File: src/rtl/iprs_pkg.sv
// Purpose: constants and types shared by the register bank files
// Assumes: 8-bit register index, 32-bit data, one register per index
// Notes: undefined-state registers live in the store at IPRS_A_STORE
package iprs_pkg;
	localparam int IPRS_AW = 8;
	localparam int IPRS_DW = 32;
	localparam int IPRS_SW = 4;
	localparam int IPRS_DEPTH = 16;
	typedef logic [IPRS_DW-1:0] iprs_word_t;
	typedef logic [IPRS_AW-1:0] iprs_addr_t;
	typedef logic [IPRS_SW-1:0] iprs_idx_t;

	////////////////////////////////////////////////////////////////////
	// register index map
	localparam iprs_addr_t IPRS_A_PRIV_BASE = 8'h00;
	localparam iprs_addr_t IPRS_A_IU_CTL = 8'h01;
	localparam iprs_addr_t IPRS_A_PROC_CTX = 8'h02;
	localparam iprs_addr_t IPRS_A_DATA_CACHE_CONTROL = 8'h03;
	localparam iprs_addr_t IPRS_A_MU_CTL = 8'h04;
	localparam iprs_addr_t IPRS_A_TAG_A = 8'h05;
	localparam iprs_addr_t IPRS_A_TAG_B = 8'h06;
	localparam iprs_addr_t IPRS_A_ENT_A = 8'h07;
	localparam iprs_addr_t IPRS_A_ENT_B = 8'h08;
	localparam iprs_addr_t IPRS_A_ASN_A = 8'h09;
	localparam iprs_addr_t IPRS_A_ASN_B = 8'h0A;
	localparam iprs_addr_t IPRS_A_ITRANS_IA = 8'h0B;
	localparam iprs_addr_t IPRS_A_DTRANS_IA = 8'h0C;
	localparam iprs_addr_t IPRS_A_CACHE_CFG = 8'h0D;
	localparam iprs_addr_t IPRS_A_STATUS = 8'h0E;
	localparam iprs_addr_t IPRS_A_STORE = 8'h10;

	// store slots, all without reset
	localparam iprs_idx_t IPRS_U_HARDWARE_INTERRUPT_CLEAR = 4'h0;
	localparam iprs_idx_t IPRS_U_IU_STATUS = 4'h1;
	localparam iprs_idx_t IPRS_U_PERF_CTL = 4'h2;
	localparam iprs_idx_t IPRS_U_CYCLE_CNT = 4'h3;
	localparam iprs_idx_t IPRS_U_CYCLE_CTL = 4'h4;
	localparam iprs_idx_t IPRS_U_VIRTUAL_ADDRESS_CONTROL = 4'h5;
	localparam iprs_idx_t IPRS_U_DC_STATUS = 4'h6;
	localparam iprs_idx_t IPRS_U_INTERRUPT_ENABLE_CURRENT_MODE = 4'h7;
	localparam iprs_idx_t IPRS_U_ALT_MODE = 4'h8;
	localparam iprs_idx_t IPRS_U_CACHE_DATA = 4'h9;

	////////////////////////////////////////////////////////////////////
	// field positions and values after reset
	localparam int IPRS_ICE_LSB = 1;
	localparam logic [1:0] IPRS_ICE_RST = 2'h3;
	localparam int IPRS_FE_BIT = 2;
	localparam logic [7:0] IPRS_DCC_RST = 8'h03;
	localparam int IPRS_L2_BIT = 0;
	localparam int IPRS_ST_PG = 0;
	localparam int IPRS_ST_TRST = 1;
	localparam int IPRS_ST_SEQERR = 2;
	localparam iprs_word_t IPRS_ZERO = 32'h0000_0000;
	localparam iprs_word_t IPRS_IUC_RST = 32'h0000_0006;
	localparam iprs_word_t IPRS_PROCESS_CONTEXT_RST = 32'h0000_0004;
endpackage : iprs_pkg

File: src/rtl/iprs_store_if.sv
// Purpose: write and read path into the no-reset register store
// Assumes: one clock, read is combinational from the index
// Notes: ctrl side drives, store side answers
`timescale 1ns/10ps
interface iprs_store_if;
	logic we;
	iprs_pkg::iprs_idx_t idx;
	iprs_pkg::iprs_word_t wdata;
	iprs_pkg::iprs_word_t rdata;
	modport ctrl (output we, output idx, output wdata, input rdata);
	modport store (input we, input idx, input wdata, output rdata);
endinterface : iprs_store_if

File: src/rtl/iprs_undef_store.sv
// Purpose: flip-flop store for registers whose state after power-up is open
// Assumes: firmware writes each slot before it relies on it
// Notes: no reset on purpose; contents are unknown until written
`timescale 1ns/10ps
module iprs_undef_store (
	input wire logic i_mclk,
	input wire logic i_resetn,
	iprs_store_if.store bus
);
	import iprs_pkg::*;

	typedef struct packed {
		iprs_word_t [IPRS_DEPTH-1:0] mem;
	} iprs_store_st_t;

	iprs_store_st_t st;
	iprs_store_st_t next_st;

	always_comb begin
		next_st = st;
		if (bus.we) begin
			next_st.mem[bus.idx] = bus.wdata;
		end
	end

	// no reset branch: saves area, mirrors the open power-up state
	always_ff @(posedge i_mclk) begin
		st <= next_st;
	end

	assign bus.rdata = st.mem[bus.idx];
endmodule : iprs_undef_store

File: src/rtl/iprs_bank.sv
// Purpose: processor control register bank with defined power-up values
// Assumes: strobes from logic on i_mclk; resets and power good are pins
// Notes: warm reset clears a subset only; see warm branch below
//
// Chosen here: the address map and the plain strobed port.
`timescale 1ns/10ps
////////////////////////////////////////////////////////////////////////
// Functional notes
// - many register bits may power up in any state, no defined value.
// - power-up loads instruction control with icache enable 3, rest 0.
// - power-up sets process context float enable, clears other bits.
// - reset clears data cache control bits 7 to 2.
// - power-up sets data cache control bits 1 and 0.
// - power-up clears translation tag, entry, space, memory, base regs.
// - test reset may stay asserted; device runs normally meanwhile.
// - warm reset clears base, instruction control, cache chain; sets fe.
module iprs_bank (
	input wire logic i_mclk,
	input wire logic i_resetn,
	input wire logic i_warm_reset,
	input wire logic i_test_resetn,
	input wire logic i_power_good,
	input wire iprs_pkg::iprs_addr_t i_addr,
	input wire iprs_pkg::iprs_word_t i_wdata,
	input wire logic i_wr,
	input wire logic i_rd,
	output iprs_pkg::iprs_word_t o_rdata,
	output logic [1:0] o_icache_enable,
	output logic [7:0] o_dcache_ctl,
	output logic o_l2_enable,
	output logic o_itrans_flush,
	output logic o_dtrans_flush
);
	import iprs_pkg::*;

	typedef struct packed {
		logic [1:0] warm_s;
		logic [1:0] trst_s;
		logic [1:0] pg_s;
		logic fresh;
		logic seq_err;
		iprs_word_t priv_base;
		iprs_word_t iu_ctl;
		iprs_word_t proc_ctx;
		logic [7:0] data_cache_control;
		iprs_word_t mu_ctl;
		iprs_word_t tag_a;
		iprs_word_t tag_b;
		iprs_word_t ent_a;
		iprs_word_t ent_b;
		iprs_word_t asn_a;
		iprs_word_t asn_b;
		iprs_word_t cache_cfg;
		iprs_word_t rdata;
		logic it_flush;
		logic dt_flush;
	} iprs_bank_st_t;

	iprs_bank_st_t st;
	iprs_bank_st_t next_st;
	iprs_store_if sbus ();
	logic wr_store;
	logic warm;
	iprs_word_t status;
	iprs_word_t rmux;

	iprs_undef_store u_store (
		.i_mclk (i_mclk),
		.i_resetn (i_resetn),
		.bus (sbus.store)
	);

	////////////////////////////////////////////////////////////////////
	// store access, firmware owns its contents
	assign wr_store = i_wr && (i_addr[IPRS_AW-1:IPRS_SW] ==
		IPRS_A_STORE[IPRS_AW-1:IPRS_SW]);
	assign sbus.we = wr_store;
	assign sbus.idx = i_addr[IPRS_SW-1:0];
	assign sbus.wdata = i_wdata;
	assign warm = st.warm_s[1];

	// test reset does not gate anything; it is only reported
	assign status = {29'h0000_0000, st.seq_err, st.trst_s[1], st.pg_s[1]};

	always_comb begin
		unique case (i_addr)
			IPRS_A_PRIV_BASE: rmux = st.priv_base;
			IPRS_A_IU_CTL: rmux = st.iu_ctl;
			IPRS_A_PROC_CTX: rmux = st.proc_ctx;
			IPRS_A_DATA_CACHE_CONTROL: rmux = {24'h00_0000, st.data_cache_control};
			IPRS_A_MU_CTL: rmux = st.mu_ctl;
			IPRS_A_TAG_A: rmux = st.tag_a;
			IPRS_A_TAG_B: rmux = st.tag_b;
			IPRS_A_ENT_A: rmux = st.ent_a;
			IPRS_A_ENT_B: rmux = st.ent_b;
			IPRS_A_ASN_A: rmux = st.asn_a;
			IPRS_A_ASN_B: rmux = st.asn_b;
			IPRS_A_CACHE_CFG: rmux = st.cache_cfg;
			IPRS_A_STATUS: rmux = status;
			default: begin
				// store slots read back; other holes read zero
				rmux = (i_addr[IPRS_AW-1:IPRS_SW] ==
					IPRS_A_STORE[IPRS_AW-1:IPRS_SW]) ? sbus.rdata : IPRS_ZERO;
			end
		endcase
	end

	always_comb begin
		next_st = st;
		next_st.warm_s = {st.warm_s[0], i_warm_reset};
		next_st.trst_s = {st.trst_s[0], i_test_resetn};
		next_st.pg_s = {st.pg_s[0], i_power_good};
		next_st.fresh = 1'b0;
		next_st.it_flush = 1'b0;
		next_st.dt_flush = 1'b0;
		if (i_rd) begin
			next_st.rdata = rmux;
		end
		if (i_wr) begin
			unique case (i_addr)
				IPRS_A_PRIV_BASE: next_st.priv_base = i_wdata;
				IPRS_A_IU_CTL: next_st.iu_ctl = i_wdata;
				IPRS_A_PROC_CTX: next_st.proc_ctx = i_wdata;
				IPRS_A_DATA_CACHE_CONTROL: next_st.data_cache_control = i_wdata[7:0];
				IPRS_A_MU_CTL: next_st.mu_ctl = i_wdata;
				IPRS_A_TAG_A: next_st.tag_a = i_wdata;
				IPRS_A_TAG_B: next_st.tag_b = i_wdata;
				IPRS_A_ENT_A: next_st.ent_a = i_wdata;
				IPRS_A_ENT_B: next_st.ent_b = i_wdata;
				IPRS_A_ASN_A: next_st.asn_a = i_wdata;
				IPRS_A_ASN_B: next_st.asn_b = i_wdata;
				IPRS_A_ITRANS_IA: next_st.it_flush = 1'b1;
				IPRS_A_DTRANS_IA: next_st.dt_flush = 1'b1;
				IPRS_A_CACHE_CFG: next_st.cache_cfg = i_wdata;
				IPRS_A_STATUS: begin
					if (i_wdata[IPRS_ST_SEQERR]) begin
						next_st.seq_err = 1'b0;
					end
				end
				default: begin
				end
			endcase
		end
		// test reset released while power good is low; set wins over clear
		if (st.trst_s[1] && !st.pg_s[1]) begin
			next_st.seq_err = 1'b1;
		end
		// warm reset overrides a write in the same cycle
		if (warm) begin
			next_st.priv_base = IPRS_ZERO;
			next_st.iu_ctl = IPRS_ZERO;
			next_st.proc_ctx[IPRS_FE_BIT] = 1'b1;
			next_st.cache_cfg = IPRS_ZERO;
		end
	end

	always_ff @(posedge i_mclk or negedge i_resetn) begin
		if (!i_resetn) begin
			st <= '0;
			st.fresh <= 1'b1;
			st.iu_ctl <= IPRS_IUC_RST;
			st.proc_ctx <= IPRS_PROCESS_CONTEXT_RST;
			st.data_cache_control <= IPRS_DCC_RST;
		end else begin
			st <= next_st;
		end
	end

	assign o_rdata = st.rdata;
	assign o_icache_enable = st.iu_ctl[IPRS_ICE_LSB+1:IPRS_ICE_LSB];
	assign o_dcache_ctl = st.data_cache_control;
	assign o_l2_enable = st.cache_cfg[IPRS_L2_BIT];
	assign o_itrans_flush = st.it_flush;
	assign o_dtrans_flush = st.dt_flush;
endmodule : iprs_bank

File: config.mk
export PLATFORM = sky130hd
export DESIGN_NAME = iprs_bank
export DESIGN_NICKNAME = d
export VERILOG_FILES = /design/src/rtl/iprs_pkg.sv /design/src/rtl/iprs_store_if.sv /design/src/rtl/iprs_undef_store.sv /design/src/rtl/iprs_bank.sv
export SDC_FILE = /design/constraint.sdc
export NUM_CORES = 1
export LEC_CHECK = 0
export BUFFER_PORTS_ARGS = -buffer_cell sky130_fd_sc_hd__buf_2
export CORE_MARGIN = 5
export CORE_UTILIZATION = 55
export DETAILED_ROUTE_END_ITERATION = 10
export MAX_ROUTING_LAYER = met4
export PLACE_DENSITY = 0.8
export SLEW_MARGIN = 20
export SYNTH_ARGS = -nofsm -noshare
export SYNTH_HDL_FRONTEND = slang
export SYNTH_SLANG_ARGS = --single-unit
export TNS_END_PERCENT = 20
File: constraint.sdc
create_clock -name i_mclk -period 3.3 [get_ports i_mclk]
set_input_delay 0.165 -clock i_mclk [delete_from_list [all_inputs] [get_ports i_mclk]]
set_output_delay 0.165 -clock i_mclk [all_outputs]
set_load 0.01 [all_outputs]
==> results.py, run 1 <==
metrics = {
    "critical_path": {
        "worstSetupPathType": "input port to flip-flop",
        "cpMostUsedCell": "buf_4",
        "cp_max_fo": 26,
        "timing.rr.start": "st[64]$_DFFE_PN0P_",
        "reg2reg_to": "o_rdata[30]$_DFFE_PN0P_",
        "slowest_delay_ns": 0.96,
        "cp-start-kind": "input port",
        "crit_buf_inv": 3,
        "crit_cells": 8,
        "r2r_setup_slack_ns": 0.86,
        "worstPathArrival_ns": 3.02,
        "critPathRequiredTime_ns": 3.83,
        "crit_chain": "buf_4 -> buf_4 -> mux2_2 -> a22oi_1 -> o221ai_1 -> a2111oi_1 -> buf_4 -> a21oi_1",
        "cp_top_family": "compound AO/OA/AOI/OAI gates",
        "r2r_cells": 6,
        "cp-end-kind": "flip-flop",
        "slowest_stage": "a2111oi_1",
        "critPathLaunch": "i_addr[3]",
    },
    "drt": {
        "wirelength_um": 114000,
        "via_per_inst": 6.88,
        "firstDrtPassIters": 7,
        "num_vias": 24500,
        "drc": 0,
        "post_drt_wl_per_cell_um": 32.1,
        "drt_iter0_drc": 3698,
        "antenna_left": 0,
    },
    "clocking": {
        "insertion_delay_ns": 0.67,
        "cts_sinks": 913,
        "htree_num_levels": 3,
        "post_cts_buffers": 0,
        "cts.clk_slew.worst_paths_ns": 0.06,
        "cts_buffer_depth": 3,
        "cts_buffers": 89,
        "cts_root_buf": "clkbuf_16",
        "cts_tree": "built",
    },
    "status": {
        "status": "finished clean",
    },
    "floorplan": {
        "die-area_um2": 74700,
        "core_um2": 68700,
        "dieHeight_um": 273,
        "ios": 92,
        "fp.dieW_um": 273,
        "start_util_pct": 55.5,
        "rows": 96,
    },
    "sta": {
        "fin_crit_ns": 2.49,
        "maxSlewHeadroom_pct": 27.1,
        "fin_crit_sh_pct": 75.5,
        "timing.final.ws_setup_ns": 0.807,
        "rsz0062_at_grt": "no",
        "clock_skew_ns": 0.0322,
        "setup_viol": 0,
        "final_max_slew_viol_count": 0,
        "fmaxAchievable_mhz": 401,
        "final_hold_viol_count": 0,
        "hold_ws_ns": 0.0251,
        "tns_ns": 0,
        "worst_pin_slew_ns": 1.09,
    },
    "hold_path": {
        "hold_depth": 3,
        "hold-path-endpoint": "st[339]$_DFFE_PN0P_",
        "hp-class": "input port to flip-flop",
        "min_from": "i_wdata[9]",
    },
    "cells_and_area": {
        "final_layout_size_suffix_gt1_share_pct": 31.6,
        "final_nets": 2594,
        "post-route-util_pct": 63.1,
        "syn_to_final_growth_pct": 13.7,
    },
    "grt": {
        "grt_pass1_vias": 24900,
        "antenna_found_initial": 6,
        "grt_overflow_total": 0,
        "grt_max_degree": 101,
        "grt_first_pass_wirelength_um": 168000,
        "grt.total_usage_pct": 31.3,
    },
    "job": {
        "drv_cap": 0,
    },
    "logic_synthesis": {
        "yosysMostFrequentCell": "edfxtp_1",
        "synth_ff_type": "edfxtp_1",
        "synth.distinct_cells": 64,
        "synth_warnings": 0,
        "synth-seq-area-share_pct": 66.6,
        "synth_fp_nets": 2496,
        "syn_avg_cell_area_um2": 15.6,
        "syn_inst": 2449,
        "synth-seq-cells": 913,
        "netlist_top_cells_area": "edfxtp_1 (40%), dfrtp_1 (26%), mux4_2 (8.5%), mux2_2 (8.2%), nand2_1 (2.4%)",
        "synth-async-reset-ratio_pct": 43.9,
        "synth-edff-count": 512,
        "synth_top_area_share_pct": 40.3,
        "yosysTopAreaCell": "edfxtp_1",
        "synth_area_um2": 38100,
        "synth_common_cells": "edfxtp_1 (512), dfrtp_1 (396), mux2_2 (277), nand2_1 (246), mux4_2 (144)",
    },
    "placed_design": {
        "dp_hpwl_um": 67000,
        "pre_cts_ws_ns": 0.357,
        "place.port_buffers": 91,
        "gp_congestion": 0.950,
    },
    "pwr": {
        "power_density_nw_per_um2": 566,
        "leakage_nw": 16.4,
        "ir_worst_vdd_v": 0.000429,
        "total_power_mw": 24.6,
    },
}
[cells by family after synthesis]
logic type,share of synthesized area (%)
DFF,66.6
muxes,18.3
and+or+nand+nor,4.89
AOI/OAI and AO/OA,6.89
buffers and inverters,3.28
[power breakdown]
part	leakage, nW	internal (mW)	switching, mW
logic	4.86	0.532	0.914
clock network	1.51	6.21	4.48
registers	10.1	12.3	0.146
[worst min-delay path, delay by kind of cell]
kind	cells	cell delay, ns
AO/OA/AOI/OAI	1	0.05
buffers and inverters	1	0.29
AND/OR/NAND/NOR	1	0.13
[sequential cells by signal, summed over array words and instances (netlist names)]
signal and cells:
o_dtrans_flush 1, next_st 3, u_store.st 512, o_rdata 32, st 353, o_dcache_ctl 8, o_icache_enable 2, o_itrans_flush 1
o_l2_enable 1
[area by class of cell]
cell class	instances	area [um^2]
flip-flops and latches	913	25400
fillers	4771	25300
multi-input cells	1291	11700
clock buffers	122	2490
repair buffers	246	2000
well taps	931	1160
clock inverters	44	586
inverters	6	22.5
diodes	6	15.0
[cell usage in the layout, fill, tap and decap left out, drive strengths merged, types with 5 or more instances in the layout]
cell type	count
edfxtp	512
dfrtp	396
mux2	288
nand2	247
buf	218
mux4	144
a21oi	141
clkbuf	122
a22oi	68
nor2	64
mux2i	50
o21ai	35
nand3	34
dlygate4sd3	28
clkinv	24
a22o	23
o22ai	19
o32a	16
a31oi	13
nor3	12
bufinv	11
inv	11
a32oi	10
a41oi	10
and2	10
nand4	9
o2bb2ai	9
nor2b	8
and3	7
a221oi	7
diode	6
o221ai	6
nand2b	5
nor3b	5
nand3b	5
o211ai	5
a211oi	5
dfstp	5
nor4	5
[routing by layer]
layer | track usage [%] | part of all wire (%) | vias up
li1 | - | - | 9527
met1 | 41.1 | 36 | 12500
met2 | 46.7 | 46 | 2057
met3 | 8.20 | 13 | 404
met4 | 14.2 | 5.1 | 0
met5 | - | 0 | -
[worst max-delay path by stage]
stage,endpoint,slack (ns)
2_1_floorplan,u_store.st[128]$_DFFE_PP_,0.21
3_3_place_gp,o_rdata[30]$_DFFE_PN0P_,0.006
3_5_place_dp,o_rdata[30]$_DFFE_PN0P_,0.36
4_1_cts,o_rdata[30]$_DFFE_PN0P_,0.94
5_1_grt,o_rdata[30]$_DFFE_PN0P_,0.86
6_report,o_rdata[30]$_DFFE_PN0P_,0.81
[per-stage QoR]
step / area [um^2] / cells
6_report: 43400 / 3559
5_1_grt: 43400 / 3559
4_1_cts: 43400 / 3553
3_5_place_dp: 40000 / 3359
3_3_place_gp: 40000 / 3359
2_1_floorplan: 38100 / 2449
[what timing repair did]
item,4_1_cts,5_1_grt
resized for setup,0,0
hold buffers,28,0
hold endpoints to repair,335,0
Power figures use the tool's default switching activity.
==> run 2, diff against run 1 <==
Clock period 3.3 ns to 2.5 ns, I/O delays scaled along.
==> results.py, run 2 (synthesis gave the netlist of run 1 again) <==
metrics = {
    "status": {
        "status": "finished clean",
    },
    "critical_path": {
        "crit_chain": "mux2_2 -> a22oi_1 -> o221ai_1 -> a2111oi_0 -> buf_4 -> a21oi_1",
        "slowest_stage": "a2111oi_0",
        "critPathRequiredTime_ns": 3.02,
        "worstPathArrival_ns": 2.76,
        "slowest_delay_ns": 0.89,
        "timing.rr.start": "st[256]$_DFFE_PN0P_",
        "cp-end-kind": "flip-flop",
        "cp_max_fo": 2,
        "cp-start-kind": "flip-flop",
        "worstSetupPathType": "flip-flop to flip-flop",
        "critPathLaunch": "st[256]$_DFFE_PN0P_",
    },
    "hold_path": {
        "min_from": "i_wdata[7]",
        "hp-class": "input port to flip-flop",
    },
    "pwr": {
        "ir_worst_vdd_v": 0.000573,
        "power.switching_mw": 7.16,
        "clockPowerShare_pct": 42.6,
        "seqPwrFrac_pct": 51.1,
        "swShare_pct": 22.3,
        "p_int_mw": 24.9,
        "power_density_nw_per_um2": 726,
        "p_comb_share_pct": 6.3,
        "leakage_nw": 16.8,
        "total_power_mw": 32.1,
    },
    "drt": {
        "wirelength_um": 117000,
        "post_drt_wl_per_cell_um": 32.3,
        "drc": 0,
        "num_vias": 24700,
        "firstDrtPassIters": 6,
        "drt_iter0_drc": 4184,
        "via_per_inst": 6.84,
        "antenna_left": 0,
    },
    "sta": {
        "fin_crit_ns": 2.24,
        "fin_crit_sh_pct": 89.6,
        "setup_viol": 0,
        "maxSlewHeadroom_pct": 30.3,
        "rsz0062_at_grt": "no",
        "final_max_slew_viol_count": 0,
        "final_hold_viol_count": 0,
        "fmaxAchievable_mhz": 446,
        "tns_ns": 0,
        "worst_pin_slew_ns": 1.02,
        "hold_ws_ns": 0.0400,
        "clock_skew_ns": 0.0318,
    },
    "clocking": {
        "cts_buffers": 90,
        "cts_buffer_depth": 3,
        "insertion_delay_ns": 0.66,
        "cts_tree": "built",
        "cts_sinks": 913,
        "post_cts_buffers": 0,
        "htree_num_levels": 3,
        "cts.repair.resized": 0,
        "ctsHoldBuffers": 36,
        "cts_root_buf": "clkbuf_16",
        "cts.clk_slew.worst_paths_ns": 0.06,
    },
    "placed_design": {
        "place.port_buffers": 91,
        "dp_hpwl_um": 71200,
        "gp_congestion": 0.937,
    },
    "grt": {
        "antenna_found_initial": 7,
        "grt_first_pass_wirelength_um": 170000,
        "grt_max_degree": 124,
        "grt.total_usage_pct": 32.1,
        "grt_overflow_total": 0,
        "grt_pass1_vias": 25100,
    },
    "cells_and_area": {
        "syn_to_final_growth_pct": 15.9,
        "regMostFlops": "u_store.st",
        "final_common_cell": "edfxtp_1",
        "layout_common_cells": "edfxtp_1 (512), dfrtp_1 (395), mux2_2 (277)",
        "final_nets": 2657,
        "largest_register_ffs": 512,
        "final_layout_size_suffix_gt1_share_pct": 32.7,
    },
    "floorplan": {
        "die-area_um2": 74700,
        "start_util_pct": 55.5,
        "core_um2": 68700,
        "ios": 92,
        "fp.dieW_um": 273,
        "dieHeight_um": 273,
        "rows": 96,
    },
    "job": {
        "drv_cap": 0,
    },
}
## run 2: cell count changes in the layout (fill, tap and decap cells not counted), moves of 7 or more
cell           delta
clkbuf_8          -7
clkbuf_1          -7
buf_12           +36
dlygate4sd3_1     +8
clkinv_1         +10
buf_4            +18
## run 2: power by group through the flow
stage,combinational (mW),clock (mW),sequential [mW]
floorplan,1.08,0,16.6
detailed placement,1.92,0,16.7
global placement,1.86,0,16.7
global route,2.10,14.4,16.4
CTS,1.98,13.7,16.4
finish,2.01,13.7,16.4
## run 2: metrics by stage
step / area, um^2 / util (%) / setup slack (ns) / std cells
after floorplan: 38200 / - / -0.467 / 2449
after global placement: 40900 / 59.5 / -0.212 / 3413
after detailed placement: 40900 / 59.5 / -0.189 / 3413
after CTS: 44200 / 64.3 / 0.325 / 3613
after global routing: 44200 / 64.3 / 0.201 / 3617
final: 44200 / 64.3 / 0.259 / 3617
## run 2: path summary, 6_finish.rpt
check | to | slack (ns) | cells after the start
min in group asynchronous | st[88]$_DFFE_PN0P_ | 0.15 | 3
min | u_store.st[39]$_DFFE_PP_ | 0.04 | 1
max in group asynchronous | st[305]$_DFFE_PN0P_ | 1.49 | 3
max | o_rdata[30]$_DFFE_PN0P_ | 0.26 | 6
min reg2reg | st[401]$_DFF_PN0_ | 0.35 | 0
max reg2reg | o_rdata[30]$_DFFE_PN0P_ | 0.26 | 6
## run 2: worst max-delay path, delay by kind of cell (launching register included)
family,cells,cell delay [ns]
AOI/OAI and AO/OA,4,1.23
buffers and inverters,1,0.24
DFF,1,0.38
muxes,1,0.26
## run 2: cell type report
| class | instances | area (um^2) |
|---|---|---|
| well taps | 931 | 1160 |
| flip-flops and latches | 913 | 25400 |
| clock inverters | 51 | 493 |
| inverters | 6 | 22.5 |
| multi-input cells | 1291 | 11700 |
| clock buffers | 113 | 2480 |
| diodes | 4 | 10.0 |
| fillers | 4610 | 24500 |
| repair buffers | 308 | 2930 |
## run 2: metal layers
metal / global-route usage [%] / vias to the layer above / wire length (um)
met4: 15.7 / 0 / 6830
met2: 47.9 / 2044 / 54200
met3: 7.47 / 444 / 14500
met5: - / - / 0
met1: 42.2 / 12600 / 41200
li1: - / 9654 / -
